===== src/imd_defs.vh =====
// constants for the integer multiply/divide unit
`ifndef IMD_DEFS_VH
`define IMD_DEFS_VH
`define IMD_ADDR_CLK_GATES 16'hff16
`define IMD_ADDR_SRC_LO 16'hff70
`define IMD_ADDR_SRC_HI 16'hff71
`define IMD_ADDR_DL_LO 16'hff72
`define IMD_ADDR_DL_HI 16'hff73
`define IMD_ADDR_DH_LO 16'hff74
`define IMD_ADDR_DH_HI 16'hff75
`define IMD_ADDR_CTRL 16'hff76
`define IMD_BIT_ARITH_CKE 3
`define IMD_BIT_CALC_MODE 0
`define IMD_BIT_ZERO 1
`define IMD_BIT_OVF 2
`define IMD_BIT_NEG 3
`define IMD_GATES_RESET 4'h0
`define IMD_OP_CYCLES 4'ha
`define IMD_MODE_MUL 1'b0
`define IMD_MODE_DIV 1'b1
`endif


===== src/imd_unit.v =====
// integer multiply/divide unit with nibble-wide i/o registers
`timescale 1ns/1ps
`include "imd_defs.vh"
//////////////////////////////////////////////////////////////////////////////
module imd_unit #(
    parameter DIV_STEPS = 16
) (
    // clock and reset
    input wire CLOCK_I,
    input wire RST_I,
    // oscillator ticks and cpu clock selection
    input wire LOW_OSC_TICK_I,
    input wire HIGH_OSC_TICK_I,
    input wire HIGH_OSC_ON_I,
    input wire CPU_CLOCK_SWITCH_I,
    // cpu i/o bus
    input wire [15:0] ADDR_I,
    input wire [3:0] WDATA_I,
    input wire WR_I,
    input wire RD_I,
    output reg [3:0] RDATA_O,
    // status
    output reg BUSY_O
);
    reg [3:0] clk_gates;
    reg [7:0] source_operand;
    reg [7:0] dest_low_byte;
    reg [7:0] dest_high_byte;
    reg negative_flag;
    reg overflow_flag;
    reg zero_result_flag;
    reg calc_mode_bit;
    reg op_mode;
    reg [3:0] cyc_cnt;
    reg [15:0] op_dest;
    reg [7:0] op_src;
    reg [15:0] next_product;
    reg div_load;
    reg [4:0] step_cnt;
    wire tick;
    wire arith_clock_enable;
    wire [15:0] quotient;
    wire [8:0] remainder;
    wire start;
    wire wr_en;
    wire finish;
    wire div_ovf;

    assign arith_clock_enable = clk_gates[`IMD_BIT_ARITH_CKE];
    assign wr_en = WR_I && tick;
    assign start = wr_en && (ADDR_I == `IMD_ADDR_CTRL) && !calc_mode_bit;
    assign finish = calc_mode_bit && tick &&
        (cyc_cnt == `IMD_OP_CYCLES - 4'h1);
    // overflow when high byte not below divisor, includes divisor zero
    assign div_ovf = (op_dest[15:8] >= op_src);

    //////////////////////////////////////////////////////////////////////////
    imd_clock_select u_clk (
        .clk_i(CLOCK_I),
        .rst_i(RST_I),
        .low_osc_tick_i(LOW_OSC_TICK_I),
        .high_osc_tick_i(HIGH_OSC_TICK_I),
        .high_osc_on_i(HIGH_OSC_ON_I),
        .cpu_clock_switch_i(CPU_CLOCK_SWITCH_I),
        .arith_clock_enable_i(arith_clock_enable),
        .tick_o(tick)
    );

    imd_divider u_div (
        .clk_i(CLOCK_I),
        .rst_i(RST_I),
        .load_i(div_load),
        .step_i(calc_mode_bit && (step_cnt != 5'h00)),
        .dividend_i(op_dest),
        .divisor_i(op_src),
        .quotient_o(quotient),
        .remainder_o(remainder)
    );

    //////////////////////////////////////////////////////////////////////////
    // clock gate register is written on the fast clock, always accessible
    always @(posedge CLOCK_I or posedge RST_I) begin
        if (RST_I) begin
            clk_gates <= `IMD_GATES_RESET;
        end else if (WR_I && ADDR_I == `IMD_ADDR_CLK_GATES) begin
            clk_gates <= WDATA_I;
        end
    end

    // source register holds across operations
    always @(posedge CLOCK_I or posedge RST_I) begin
        if (RST_I) begin
            source_operand <= 8'h00;
        end else if (wr_en) begin
            if (ADDR_I == `IMD_ADDR_SRC_LO) begin
                source_operand[3:0] <= WDATA_I;
            end else if (ADDR_I == `IMD_ADDR_SRC_HI) begin
                source_operand[7:4] <= WDATA_I;
            end
        end
    end

    //////////////////////////////////////////////////////////////////////////
    // operands latched at start so later writes cannot disturb the result
    always @(posedge CLOCK_I or posedge RST_I) begin
        if (RST_I) begin
            calc_mode_bit <= 1'b0;
            op_mode <= `IMD_MODE_MUL;
            cyc_cnt <= 4'h0;
            op_dest <= 16'h0000;
            op_src <= 8'h00;
            div_load <= 1'b0;
            step_cnt <= 5'h00;
        end else begin
            div_load <= 1'b0;
            if (calc_mode_bit && step_cnt != 5'h00 && !div_load) begin
                step_cnt <= step_cnt - 5'h01;
            end
            if (start) begin
                calc_mode_bit <= 1'b1;
                op_mode <= WDATA_I[`IMD_BIT_CALC_MODE];
                cyc_cnt <= 4'h0;
                op_dest <= {dest_high_byte, dest_low_byte};
                op_src <= source_operand;
                div_load <= 1'b1;
                step_cnt <= DIV_STEPS[4:0];
            end else if (finish) begin
                calc_mode_bit <= 1'b0;
            end else if (calc_mode_bit && tick) begin
                cyc_cnt <= cyc_cnt + 4'h1;
            end
        end
    end

    always @* begin
        next_product = op_dest[7:0] * op_src;
    end

    //////////////////////////////////////////////////////////////////////////
    // destination bytes and flags; completion takes priority over cpu writes
    always @(posedge CLOCK_I or posedge RST_I) begin
        if (RST_I) begin
            dest_low_byte <= 8'h00;
            dest_high_byte <= 8'h00;
            negative_flag <= 1'b0;
            overflow_flag <= 1'b0;
            zero_result_flag <= 1'b0;
        end else if (finish) begin
            if (op_mode == `IMD_MODE_MUL) begin
                dest_low_byte <= next_product[7:0];
                dest_high_byte <= next_product[15:8];
                negative_flag <= next_product[15];
                overflow_flag <= 1'b0;
                zero_result_flag <= (next_product == 16'h0000);
            end else if (div_ovf) begin
                // destination keeps the dividend; overflow set, negative and zero flags reflect its low byte
                negative_flag <= op_dest[7];
                overflow_flag <= 1'b1;
                zero_result_flag <= (op_dest[7:0] == 8'h00);
            end else begin
                // results not otherwise checked by hardware
                dest_low_byte <= quotient[7:0];
                dest_high_byte <= remainder[7:0];
                negative_flag <= quotient[7];
                overflow_flag <= 1'b0;
                zero_result_flag <= (quotient[7:0] == 8'h00);
            end
        end else if (wr_en && !calc_mode_bit) begin
            case (ADDR_I)
                `IMD_ADDR_DL_LO: dest_low_byte[3:0] <= WDATA_I;
                `IMD_ADDR_DL_HI: dest_low_byte[7:4] <= WDATA_I;
                `IMD_ADDR_DH_LO: dest_high_byte[3:0] <= WDATA_I;
                `IMD_ADDR_DH_HI: dest_high_byte[7:4] <= WDATA_I;
                default: dest_low_byte <= dest_low_byte;
            endcase
        end
    end

    //////////////////////////////////////////////////////////////////////////
    // registered read data; unmapped addresses read zero
    always @(posedge CLOCK_I or posedge RST_I) begin
        if (RST_I) begin
            RDATA_O <= 4'h0;
            BUSY_O <= 1'b0;
        end else begin
            BUSY_O <= calc_mode_bit;
            if (RD_I) begin
                case (ADDR_I)
                    `IMD_ADDR_CLK_GATES: RDATA_O <= clk_gates;
                    `IMD_ADDR_SRC_LO: RDATA_O <= source_operand[3:0];
                    `IMD_ADDR_SRC_HI: RDATA_O <= source_operand[7:4];
                    `IMD_ADDR_DL_LO: RDATA_O <= dest_low_byte[3:0];
                    `IMD_ADDR_DL_HI: RDATA_O <= dest_low_byte[7:4];
                    `IMD_ADDR_DH_LO: RDATA_O <= dest_high_byte[3:0];
                    `IMD_ADDR_DH_HI: RDATA_O <= dest_high_byte[7:4];
                    `IMD_ADDR_CTRL: RDATA_O <= {negative_flag, overflow_flag,
                        zero_result_flag, calc_mode_bit};
                    default: RDATA_O <= 4'h0;
                endcase
            end else begin
                RDATA_O <= 4'h0;
            end
        end
    end
endmodule // imd_unit


===== src/imd_clock_select.v =====
// cpu operating clock enable selection for the arithmetic unit
`timescale 1ns/1ps
module imd_clock_select (
    // clock and reset
    input wire clk_i,
    input wire rst_i,
    // oscillator ticks and selection
    input wire low_osc_tick_i,
    input wire high_osc_tick_i,
    input wire high_osc_on_i,
    input wire cpu_clock_switch_i,
    input wire arith_clock_enable_i,
    // resulting one-cycle enable
    output reg tick_o
);
    // clock gate modelled as an enable, so there is only one real clock
    always @(posedge clk_i or posedge rst_i) begin
        if (rst_i) begin
            tick_o <= 1'b0;
        end else if (!arith_clock_enable_i) begin
            tick_o <= 1'b0;
        end else if (cpu_clock_switch_i && high_osc_on_i) begin
            tick_o <= high_osc_tick_i;
        end else begin
            tick_o <= low_osc_tick_i;
        end
    end
endmodule // imd_clock_select


===== src/imd_divider.v =====
// 16 by 8 restoring divider, one quotient bit per step
`timescale 1ns/1ps
module imd_divider (
    // clock and reset
    input wire clk_i,
    input wire rst_i,
    // control
    input wire load_i,
    input wire step_i,
    input wire [15:0] dividend_i,
    input wire [7:0] divisor_i,
    // results
    output reg [15:0] quotient_o,
    output reg [8:0] remainder_o
);
    wire [9:0] trial;
    assign trial = {remainder_o, quotient_o[15]} - {2'b00, divisor_i};
    always @(posedge clk_i or posedge rst_i) begin
        if (rst_i) begin
            quotient_o <= 16'h0000;
            remainder_o <= 9'h000;
        end else if (load_i) begin
            quotient_o <= dividend_i;
            remainder_o <= 9'h000;
        end else if (step_i) begin
            if (!trial[9]) begin
                remainder_o <= trial[8:0];
                quotient_o <= {quotient_o[14:0], 1'b1};
            end else begin
                remainder_o <= {remainder_o[7:0], quotient_o[15]};
                quotient_o <= {quotient_o[14:0], 1'b0};
            end
        end
    end
endmodule // imd_divider


===== config.mk =====
export PLATFORM = sky130hd
export DESIGN_NAME = imd_unit
export DESIGN_NICKNAME = d
export VERILOG_FILES = /design/src/imd_unit.v /design/src/imd_clock_select.v /design/src/imd_divider.v
export VERILOG_INCLUDE_DIRS = /design/src
export SDC_FILE = /design/constraint.sdc
export NUM_CORES = 1
export LEC_CHECK = 0
export BUFFER_PORTS_ARGS = -buffer_cell sky130_fd_sc_hd__buf_2
export CORE_MARGIN = 4
export CORE_UTILIZATION = 25
export DETAILED_ROUTE_END_ITERATION = 6
export GPL_ROUTABILITY_DRIVEN = 0
export GPL_TIMING_DRIVEN = 0
export PLACE_DENSITY_LB_ADDON = 0.25
export SYNTH_ARGS = -nofsm -noshare
export SYNTH_HDL_FRONTEND = slang
export SYNTH_HIERARCHICAL = 1
export SYNTH_SLANG_ARGS = --single-unit

===== constraint.sdc =====
create_clock -name CLOCK_I -period 9.86 [get_ports CLOCK_I]
set_input_delay 1.972 -clock CLOCK_I [delete_from_list [all_inputs] [get_ports CLOCK_I]]
set_output_delay 1.972 -clock CLOCK_I [all_outputs]
set_load 0.01 [all_outputs]

; Yosys cells after proc, flatten, opt, wreduce, memory -nomap -nowiden
; Cells that the tools add are included.
; Widths: inputs -> output; s select.
[word_totals]
register_bits = 98
elab_cells = 107
[classes]
n_addsub = 3
n_mul = 1
n_lt_le_gt_ge = 1
eq_ne = 11
muxes = 36
n_bitwise = 1
reduce_logical = 32
[op_table]
columns = op, count
row1 = $eq 16x16->1 const B, 8
row2 = $mux 8, 8
row3 = $mux 16, 2
row4 = $mux 4, 8
row5 = $pmux 4 s8, 1
row6 = $mux 9, 3
row7 = $reduce_bool 2->1, 9
row8 = $logic_not 16->1, 1
row9 = $logic_not 8->1, 2
row10 = $mul 8x8->16, 1
row11 = $reduce_and 3->1, 5
row12 = $mux 1, 12
row13 = $logic_and 1x1->1, 10
row14 = $mux 5, 2
row15 = $sub 10x8->10, 1
row16 = $ge 8x8->1, 1
row17 = $reduce_bool 5->1, 1
row18 = $sub 5x1->5 const B, 1
row19 = $add 4x1->4 const B, 1
row20 = $eq 4x4->1 const B, 1
row21 = $reduce_and 2->1, 2
row22 = $ne 3x3->1 const B, 1
row23 = $logic_not 1->1, 2
row24 = $ne 2x2->1 const B, 1
row25 = $not 1->1, 1

; Logic depth before layout (Yosys ltp)
; Gate-level depths: netlist of run 1.
[logic_depth]
depth_word = 5
ltp_mapped = 18

; Cells and area by module
; Netlist of run 1, hierarchy kept.
[by_module_without_submodules]
columns = mod, instances, cells_per_inst, area_per_inst_um2, seq_area_each_um2
row1 = imd_unit, 1, 633, 5794.3, 1801.7
row2 = imd_divider, 1, 170, 1592.8, 625.6
row3 = imd_clock_select, 1, 6, 50.0, 25.0

; Worst setup path before layout of run 1
; OpenSTA, ideal clock, no wires.
[synth_timing]
path_kind = register to register
startpoint = register op_dest[0]
endpoint = register zero_result_flag
setup_ns = 0.066
arrival_ns = 4.798
path_slack_ns = 4.996
stages_incl_launch_ff = 18
path_buffers = 1
path_cell_list = dfrtp_1 clkbuf_1 nand2_1 fa_1 fa_1 inv_1 fa_1 inv_1 fa_1 inv_1 ha_1 a21o_1 a31oi_1 and2_2 xnor2_1 or4_4 a2111oi_4 a31o_1
[synth_between]
elab_chain_len = 3
word_cells_on_any_way = 5
classes_between = mul: 1 / mux: 2 / reduce/logical: 2
[synth_lines]
columns = item, line
row1 = "start, declared", imd_unit.v:35  ; reg [15:0] op_dest;
row2 = "start signal, assigned", imd_unit.v:123  ; op_dest <= {dest_high_byte, dest_low_byte};
row3 = $mul 8x8->16 / $logic_not 8->1 (equally long branches), "imd_unit.v:136, imd_unit.v:159"
row4 = $logic_not 16->1 / $mux 1 (equally long branches), "imd_unit.v:154, imd_unit.v:155"
row5 = $mux 1 (*), imd_unit.v:149  ; if (op_mode == `IMD_MODE_MUL) begin
row6 = "end signal, assigned", imd_unit.v:154  ; zero_result_flag <= (next_product == 16'h0000);
row7 = "end signal, assigned", imd_unit.v:159  ; zero_result_flag <= (op_dest[7:0] == 8'h00);
row8 = "end signal, assigned", imd_unit.v:166  ; zero_result_flag <= (quotient[7:0] == 8'h00);
row9 = "end, declared", imd_unit.v:31  ; reg zero_result_flag;
; Every way passes the cells marked *; elsewhere a longest branch is shown, timed or not.
; A chain may end at the register's enable or synchronous reset.

; Worst setup path in the final report of run 1
; Same ends and word-level chain as after synthesis.

==> results of run 1 <==
[state kept, by name, indices dropped and copies added, names as in the netlist, 4 cells and up]
signal,count
step_cnt,5
source_operand,8
u_div/remainder_o,9
dest_low_byte,8
RDATA_O,4
op_src,8
clk_gates,4
dest_high_byte,8
cyc_cnt,4
u_div/quotient_o,16
op_dest,16
[final cells by class]
| type | count | area (sq um) |
|---|---|---|
| clock inverters | 7 | 66.3 |
| repair buffers | 32 | 183 |
| fillers | 3128 | 20600 |
| clock buffers | 9 | 225 |
| well taps | 384 | 480 |
| inverters | 80 | 303 |
| flip-flops and latches | 98 | 2450 |
| plain buffers | 33 | 133 |
| multi-input cells | 598 | 4550 |
[through the flow]
stage               area (sq um)  worst slack, ns  instances  total power, mW
finish                      8390             4.44       1241            0.783
global route                8390             4.08       1241            0.819
CTS                         8390             4.40       1241            0.794
detailed placement          8100             4.43       1225            0.441
global placement            8070             4.44       1224            0.440
floorplan                   7440             5.00        809            0.426
[final timing paths]
kind	slack [ns]	start	end	cells after the start
max	4.44	op_dest[0]	zero_result_flag	17
min	0.49	op_dest[8]	u_div/quotient_o[8]	2
max reg2reg	4.44	op_dest[0]	zero_result_flag	17
min reg2reg	0.49	op_dest[8]	u_div/quotient_o[8]	2
max in group asynchronous	7.35	RST_I	u_div/quotient_o[3]	2
min in group asynchronous	1.52	RST_I	u_clk/tick_o	2
[report_power, final]
group	switching [mW]	leakage, nW	internal [mW]
combinational	0.0169	2.66	0.00911
sequential	0.00266	1.24	0.404
clock	0.171	0.145	0.179
total	0.191	4.05	0.592
[routing by layer]
| layer | up-vias | GRT usage, % |
|---|---|---|
| met5 | - | 0 |
| met4 | 0 | 2.63 |
| met3 | 27 | 2.08 |
| met1 | 2818 | 19.7 |
| li1 | 2837 | - |
| met2 | 116 | 20.4 |
[layout by cell type (no fill, tap or decap), types with 5 or more instances in the layout]
master / synthesis / routed
and2_1: 51 / 51
a211oi_1: 10 / 10
nor2_1: 39 / 39
o21ai_0: 42 / 42
nand2_1: 132 / 132
xnor2_1: 11 / 11
a31oi_1: 11 / 11
inv_1: 80 / 79
mux2i_1: 30 / 30
nor4_1: 8 / 8
buf_2: 1 / 32
dfrtp_1: 98 / 98
nand4_1: 7 / 7
xor2_1: 9 / 9
nand2b_1: 5 / 5
ha_1: 56 / 56
nand3_1: 6 / 6
nor3_1: 8 / 8
nor2b_1: 5 / 5
a21o_1: 6 / 6
mux2_2: 25 / 25
fa_1: 37 / 37
clkbuf_1: 27 / 27
a21oi_1: 29 / 29
a22oi_1: 7 / 7
clkbuf_16: 0 / 9
[cell families (layout without fill, tap and decap cells)]
group           after synthesis  after routing  share of synthesized area, %
simple gates                282            282                          18.3
compound gates              146            146                          12.9
buf+inv                     113            161                          5.82
flops                        98             98                          33.0
fa+ha+maj                    93             93                          19.4
mux                          56             56                          8.13
xor+xnor                     21             21                          2.57
[worst reg2reg max path, cell delays in order, from the launching register on]
cell       delay (ns)
dfrtp_1          0.34
clkbuf_1         0.42
nand2_1          0.16
fa_1             0.53
fa_1             0.54
inv_1            0.06
fa_1             0.53
inv_1            0.05
fa_1             0.54
inv_1            0.04
ha_1             0.35
a21o_1           0.20
a31oi_1          0.23
and2_2           0.22
xnor2_1          0.08
or4_4            0.56
a2111oi_4        0.33
a31o_1           0.20
==> results.py, run 1 <==
metrics = {
    "status": {
        "status": "completed",
    },
    "worst_setup_path": {
        "crit_chain": "clkbuf_1 -> nand2_1 -> fa_1 -> fa_1 -> inv_1 -> fa_1 -> inv_1 -> fa_1 -> inv_1 -> ha_1 -> a21o_1 -> a31oi_1 -> and2_2 -> xnor2_1 -> or4_4 -> a2111oi_4 -> a31o_1",
        "slowest_delay_ns": 0.56,
        "path_delay_family": "adder cells",
        "crit_path_max_fanout": 10,
        "worst_path_most_repeated_cell": "fa_1",
        "worstSetupPathType": "flip-flop to flip-flop",
        "cp.required_ns": 10.15,
        "crit_arrival_ns": 5.72,
        "critical_path.startpoint_type": "flip-flop",
        "path_buf_inv": 4,
        "crit_path_top_delay_cell": "or4_4",
        "end_kind": "flip-flop",
    },
    "floorplanning": {
        "core.rowCount": 62,
        "die_area_sq_um": 32600,
        "die_y_um": 180,
        "core_area_sq_um": 29000,
        "start_util_pct": 25.6,
        "die_w_um": 180,
        "ios": 33,
    },
    "synthesis": {
        "synth_commonest_cells": "132 x nand2_1, 98 x dfrtp_1, 80 x inv_1",
        "synth_area_per_cell_sq_um": 9.19,
        "synth_top_area_share_pct": 33.0,
        "seq_area_frac_synth_pct": 33.0,
        "synth_edf_count": 0,
        "synth_area_sq_um": 7440,
        "synth-seq-cells": 98,
        "async_reset_ff_share_pct": 100,
        "synth_largest_area_cell": "dfrtp_1",
        "synthFlopType": "dfrtp_1",
        "yosysMostFrequentCell": "nand2_1",
        "ys_warn_count": 6,
        "syn_nets": 930,
        "yosysUniqueCellTypes": 70,
        "synth_area_leaders": "dfrtp_1 33%, fa_1 10%, ha_1 9.4%, nand2_1 6.7%, and2_1 4.3%",
        "synthCells": 809,
    },
    "clocking": {
        "cts_hold_buf": 0,
        "clock_latency_ns": 0.35,
        "cts-root-buf": "clkbuf_16",
        "cts_resized": 0,
        "cts_tree": "done",
        "cts_setup_buffers": 0,
        "clkSinkCount": 98,
        "path_clk_slew_ns": 0.08,
        "ctsLongestPathBuffers": 2,
        "cts_buffers": 9,
        "htreeDepth": 3,
    },
    "sta": {
        "worst_pin_slew_ns": 1.02,
        "setup_tns_ns": 0,
        "drv_slew": 0,
        "fin_crit_ns": 5.42,
        "hold_viol_final": 0,
        "setup_viol": 0,
        "rsz0062_at_grt": "false",
        "max_freq_mhz": 184,
        "finalCritPeriodShare_pct": 55.0,
        "whs_ns": 0.485,
        "finClkSkew_ns": 0.00912,
        "slew_headroom_pct": 32.1,
    },
    "layout": {
        "drive_above_1_share_pct": 10.6,
        "final_nets": 973,
        "diodes": 0,
        "fin_util_pct": 28.9,
        "area_growth_syn_to_layout_pct": 12.9,
    },
    "global_routing": {
        "grtUsageTotal_pct": 13.2,
        "grt_max_degree": 51,
        "grt_pass1_vias": 5920,
        "grt-ovfl-total": 0,
        "grt_pass1_wl_um": 34600,
        "antenna_found_initial": 0,
    },
    "placed_design": {
        "dp_hpwl_um": 16400,
        "port_buffers": 31,
    },
    "hold_path": {
        "hold_path_class": "flip-flop to flip-flop",
    },
    "power": {
        "ir_worst_vdd_mv": 0.0901,
        "p_leak_nw": 4.05,
        "power_density_nw_per_um2": 93.2,
    },
    "drt": {
        "drt-initial-drc-count": 447,
        "wl_met1_um": 10600,
        "routed_wl_um": 20900,
        "vias": 5798,
        "drtPass1Iterations": 5,
        "met2_length_um": 9200,
        "drc": 0,
        "top_layer_used": "met4",
        "ant_nets": 0,
        "viasPerCell": 4.67,
        "wl_met3_um": 723,
        "post_drt_wl_per_cell_um": 16.9,
    },
    "run": {
        "drv_cap": 0,
    },
}
No activity file was read; power rests on OpenSTA's default activity.
==> run 2: changes to the inputs <==
==> constraint.sdc (replaced) <==
create_clock -name CLOCK_I -period 4.59 [get_ports CLOCK_I]
set_input_delay 0.918 -clock CLOCK_I [delete_from_list [all_inputs] [get_ports CLOCK_I]]
set_output_delay 0.918 -clock CLOCK_I [all_outputs]
set_load 0.01 [all_outputs]
==> run 2 against run 1 <==
  * The run now ends with negative setup slack left
  * Critical path type unchanged
  * Flip-flop and latch count is the same
  * Critical endpoint is now negative_flag
  * Clock skew shrank 0.0014 ns
  * Largest cell class unchanged
  * Wire length grew 6.0%
==> results.py, run 2 (synthesized netlist as in run 1, its figures left out) <==
metrics = {
    "status": {
        "violations": "negative setup slack",
        "status": "complete, but fails checks",
    },
    "clocking": {
        "cts_buffers": 9,
        "cts-root-buf": "clkbuf_16",
        "clock_latency_ns": 0.35,
        "clkSinkCount": 98,
        "htreeDepth": 3,
        "ctsLongestPathBuffers": 2,
        "cts_tree": "done",
        "path_clk_slew_ns": 0.07,
    },
    "placed_design": {
        "dp.cells": 1225,
        "port_buffers": 31,
        "dp_hpwl_um": 16600,
        "post-place-ws_ns": -0.579,
        "placed_area_sq_um": 8200,
    },
    "drt": {
        "drc": 0,
        "drt-initial-drc-count": 335,
        "vias": 6126,
        "viasPerCell": 4.77,
        "routed_wl_um": 22200,
        "post_drt_wl_per_cell_um": 17.3,
        "ant_nets": 0,
        "drtPass1Iterations": 4,
    },
    "floorplanning": {
        "core.rowCount": 62,
        "die_w_um": 180,
        "die_y_um": 180,
        "die_area_sq_um": 32600,
        "core_area_sq_um": 29000,
        "ios": 33,
        "start_util_pct": 25.6,
    },
    "worst_setup_path": {
        "critical_path.startpoint_type": "flip-flop",
        "r2r_cells": 17,
        "r2r_slack_ns": -0.07,
        "crit_path_max_fanout": 5,
        "worstSetupPathType": "flip-flop to flip-flop",
        "crit_arrival_ns": 4.90,
        "reg2reg_to": "negative_flag",
        "end_kind": "flip-flop",
        "cp.required_ns": 4.83,
        "r2r_start": "op_dest[5]",
    },
    "global_routing": {
        "antenna_found_initial": 1,
        "grt_max_degree": 49,
        "grt_pass1_wl_um": 35900,
        "grtUsageTotal_pct": 13.7,
        "grt_pass1_vias": 6338,
        "grt-ovfl-total": 0,
    },
    "layout": {
        "layout_common_cells": "126 x nand2_1, 90 x dfrtp_1, 75 x inv_1",
        "final_common_cell": "nand2_1",
        "reg_top3": "op_dest: 16 flops, u_div/quotient_o: 16 flops, u_div/remainder_o: 9 flops",
        "area_growth_syn_to_layout_pct": 23.1,
        "drive_above_1_share_pct": 21.0,
        "design_area_sq_um": 9150,
        "final_nets": 1015,
        "n_fill_cell": 3111,
        "final_cells": 1284,
    },
    "power": {
        "p_leak_nw": 4.33,
        "ir_worst_vdd_mv": 0.173,
        "power_density_nw_per_um2": 200,
    },
    "sta": {
        "finalCritPeriodShare_pct": 101,
        "hold_viol_final": 0,
        "finClkSkew_ns": 0.00771,
        "rsz0062_at_grt": "true",
        "max_freq_mhz": 215,
        "setup_ws_ns": -0.0672,
        "slew_headroom_pct": 30.0,
        "drv_slew": 0,
        "setup_viol": 4,
        "worst_pin_slew_ns": 1.05,
        "fin_crit_ns": 4.66,
    },
    "run": {
        "drv_cap": 0,
    },
    "hold_path": {
        "hold_path_class": "input pin to asynchronous set/reset pin",
    },
}
-- run 2: worst max-delay path by stage --
stage	endpoint	slack, ns	from
after global placement	dest_high_byte[7]	-0.56	op_dest[6]
final	negative_flag	-0.07	op_dest[5]
after detailed placement	dest_high_byte[7]	-0.58	op_dest[6]
after floorplan	zero_result_flag	-0.00005	op_dest[2]
after CTS	zero_result_flag	-0.11	op_dest[5]
after global routing	zero_result_flag	-0.23	op_dest[5]
-- run 2: layout make-up --
| cell class | instances | area, sq um | area share (%) |
|---|---|---|---|
| inverters | 80 | 303 | 3.31 |
| clock inverters | 4 | 97.6 | 1.07 |
| diodes | 1 | 2.50 | 0.0273 |
| well taps | 384 | 480 | 5.25 |
| flip-flops and latches | 98 | 2460 | 26.9 |
| clock buffers | 12 | 256 | 2.80 |
| repair buffers | 75 | 532 | 5.81 |
| multi-input cells | 598 | 4830 | 52.7 |
| plain buffers | 32 | 191 | 2.09 |
-- run 2: stage by stage --
step	hold WS [ns]	total power, mW	setup TNS, ns	utilization (%)
finish	0.444	1.83	-0.197	31.5
global placement	0.473	0.946	-3.02	28.2
floorplan	0.424	0.916	-0.0000511	-
global route	0.448	1.89	-1.07	31.5
detailed placement	0.475	0.949	-3.14	28.3
CTS	0.435	1.85	-0.292	31.1
-- run 2: repair_timing --
| item | in CTS | in global routing |
|---|---|---|
| pin swaps | 31 | 19 |
| hold buffers | 0 | 0 |
| buffers inserted | 39 | 4 |
| setup endpoints to repair | 10 | 10 |
| gates resized for setup | 40 | 28 |
-- run 2: routing by layer --
layer / global-route usage [%] / vias to the layer above / share of wire (%)
met4: 3.21 / 0 / 1.3
li1: - / 2933 / -
met2: 22.0 / 81 / 47
met1: 19.9 / 3096 / 49
met5: 0 / - / 0
met3: 1.51 / 16 / 2.9
-- run 2: critical path, cell delays in order, from the launching register on --
cell and delay, ns:
dfrtp_1 0.41, buf_8 0.15, buf_6 0.11, and2_4 0.14, fa_1 0.46, fa_1 0.52
fa_1 0.50, inv_1 0.05, fa_2 0.52, inv_2 0.04, ha_4 0.15, a21o_1 0.16
a31o_2 0.27, a2111o_1 0.38, o22ai_2 0.19, a2111oi_4 0.08, or2_1 0.23, a22o_1 0.17
-- run 2: report_power, final --
group | switching, mW | internal [mW] | leakage, nW
Sequential | 0.00677 | 0.868 | 1.24
Combinational | 0.0372 | 0.0202 | 2.92
Clock | 0.337 | 0.563 | 0.169
Total | 0.381 | 1.45 | 4.33
==> run 3: changes to the inputs <==
--- a/config.mk
+++ b/config.mk
@@ -7,7 +7,7 @@
 export NUM_CORES = 1
 export LEC_CHECK = 0
 export BUFFER_PORTS_ARGS = -buffer_cell sky130_fd_sc_hd__buf_2
-export CORE_MARGIN = 4
+export CORE_MARGIN = 2
 export CORE_UTILIZATION = 25
 export DETAILED_ROUTE_END_ITERATION = 6
 export GPL_ROUTABILITY_DRIVEN = 0
==> run 3 against run 2 <==
  * The run still ends with negative setup slack left
  * Register-to-register slack got worse by 0.04 ns
  * Design area fell by 0.36%
  * Combinational power barely moved
  * Power fell by 11%
  * Non-clock buffer count rose by 4
  * Cell count rose by 0.70%
  * Sequential power barely moved
  * Critical endpoint unchanged
  * Largest cell class unchanged
==> results.py, run 3 (synthesized netlist as in run 1, its figures left out) <==
metrics = {
    "clocking": {
        "cts-root-buf": "clkbuf_16",
        "cts_hold_buf": 0,
        "cts_buffers": 9,
        "htreeDepth": 3,
        "path_clk_slew_ns": 0.07,
        "clkSinkCount": 98,
        "cts_tree": "done",
        "clock_latency_ns": 0.35,
        "ctsLongestPathBuffers": 2,
    },
    "drt": {
        "routed_wl_um": 22300,
        "drc": 0,
        "viasPerCell": 4.74,
        "ant_nets": 0,
        "vias": 6129,
        "drtPass1Iterations": 5,
        "drt-initial-drc-count": 383,
        "post_drt_wl_per_cell_um": 17.3,
    },
    "run": {
        "drv_cap": 0,
    },
    "sta": {
        "rsz0062_at_grt": "true",
        "setup_ws_ns": -0.105,
        "drv_slew": 0,
        "finClkSkew_ns": 0.00833,
        "worst_pin_slew_ns": 0.992,
        "finalCritPeriodShare_pct": 102,
        "slew_headroom_pct": 33.8,
        "fin_crit_ns": 4.69,
        "hold_viol_final": 0,
        "setup_viol": 3,
        "max_freq_mhz": 213,
    },
    "worst_setup_path": {
        "r2r_start": "op_dest[5]",
        "worstSetupPathType": "flip-flop to flip-flop",
        "worstSetupStartpoint": "op_dest[5]",
        "r2r_cells": 16,
        "end_kind": "flip-flop",
        "crit_path_max_fanout": 6,
        "cp.required_ns": 4.83,
        "critical_path.startpoint_type": "flip-flop",
        "crit_arrival_ns": 4.93,
    },
    "hold_path": {
        "hold_path_class": "input pin to asynchronous set/reset pin",
    },
    "global_routing": {
        "grt-ovfl-total": 0,
        "grt_pass1_wl_um": 35600,
        "grtUsageTotal_pct": 14.9,
        "grt_max_degree": 54,
        "grt_pass1_vias": 6242,
        "antenna_found_initial": 2,
    },
    "layout": {
        "final_nets": 1019,
        "fin_util_pct": 30.9,
        "layout_common_cells": "128 x nand2_1, 89 x dfrtp_1, 76 x inv_1",
        "reg_top3": "op_dest: 16 flops, u_div/quotient_o: 16 flops, u_div/remainder_o: 9 flops",
        "drive_above_1_share_pct": 22.0,
        "design_area_sq_um": 9120,
        "final_common_cell": "nand2_1",
        "area_growth_syn_to_layout_pct": 22.6,
    },
    "placed_design": {
        "post-place-ws_ns": -0.617,
        "dp_hpwl_um": 16400,
        "port_buffers": 31,
        "placed_area_sq_um": 8210,
    },
    "power": {
        "power_mw": 1.63,
        "p_leak_nw": 4.29,
        "ir_worst_vdd_mv": 0.162,
        "power_density_nw_per_um2": 179,
    },
    "floorplanning": {
        "core.rowCount": 63,
        "core_area_sq_um": 29500,
        "die_y_um": 176,
        "die_area_sq_um": 31100,
        "start_util_pct": 25.2,
        "die_w_um": 176,
        "ios": 33,
    },
    "status": {
        "violations": "negative setup slack",
        "status": "complete, but fails checks",
    },
}
## run 3: critical path, cell delays in order, from the launching register on
cell and delay, ns:
dfrtp_2 0.47, buf_6 0.15, and2_4 0.15, fa_1 0.49, fa_1 0.53, fa_1 0.53, inv_1 0.05, fa_2 0.52
inv_2 0.04, ha_4 0.15, a21o_1 0.16, a31o_2 0.25, a2111o_1 0.37, o22ai_2 0.21, a2111oi_4 0.08, or2_1 0.23
a22o_1 0.18
## run 3: per-stage QoR
| step | setup TNS [ns] | std cells | hold WS (ns) |
|---|---|---|---|
| after floorplan | -0.0000511 | 809 | 0.424 |
| after global placement | -3.09 | 1230 | 0.477 |
| after detailed placement | -3.32 | 1231 | 0.480 |
| after CTS | -0.0598 | 1286 | 0.435 |
| after global routing | -1.03 | 1293 | 0.438 |
| final | -0.228 | 1293 | 0.443 |
## run 3: final timing paths
path	end	slack [ns]
worst min-delay path	u_clk/tick_o	0.44
worst max-delay path	negative_flag	-0.10
worst max register to register	negative_flag	-0.10
min in group CLOCK_I	u_div/quotient_o[8]	0.49
max in group asynchronous	u_div/quotient_o[13]	3.13
worst min register to register	u_div/quotient_o[8]	0.49
## run 3: area by class of cell
type | count | area (sq um)
repair buffers | 80 | 566
fillers | 3162 | 20400
clock inverters | 6 | 35.0
plain buffers | 31 | 175
flip-flops and latches | 98 | 2460
clock buffers | 9 | 225
multi-input cells | 598 | 4860
well taps | 390 | 488
inverters | 80 | 303
diodes | 1 | 2.50
## run 3: timing repair
action,in CTS,in global routing
buffers inserted,41,7
setup endpoints to repair,10,8
endpoints found under the hold margin,0,0
gates resized for setup,54,17
pin swaps,44,24
## run 3: metal layers
layer	global-route usage [%]	up-vias	wire length, um
li1	-	2933	-
met1	21.3	3066	10400
met4	3.79	0	344
met5	0	-	0
met3	2.15	20	1300
met2	23.7	110	10300
## run 3: power by group
part	leakage (nW)	internal [mW]	switching, mW	total, mW
Combinational	2.93	0.0200	0.0370	0.0571
Clock	0.127	0.361	0.336	0.697
Sequential	1.24	0.868	0.00640	0.875
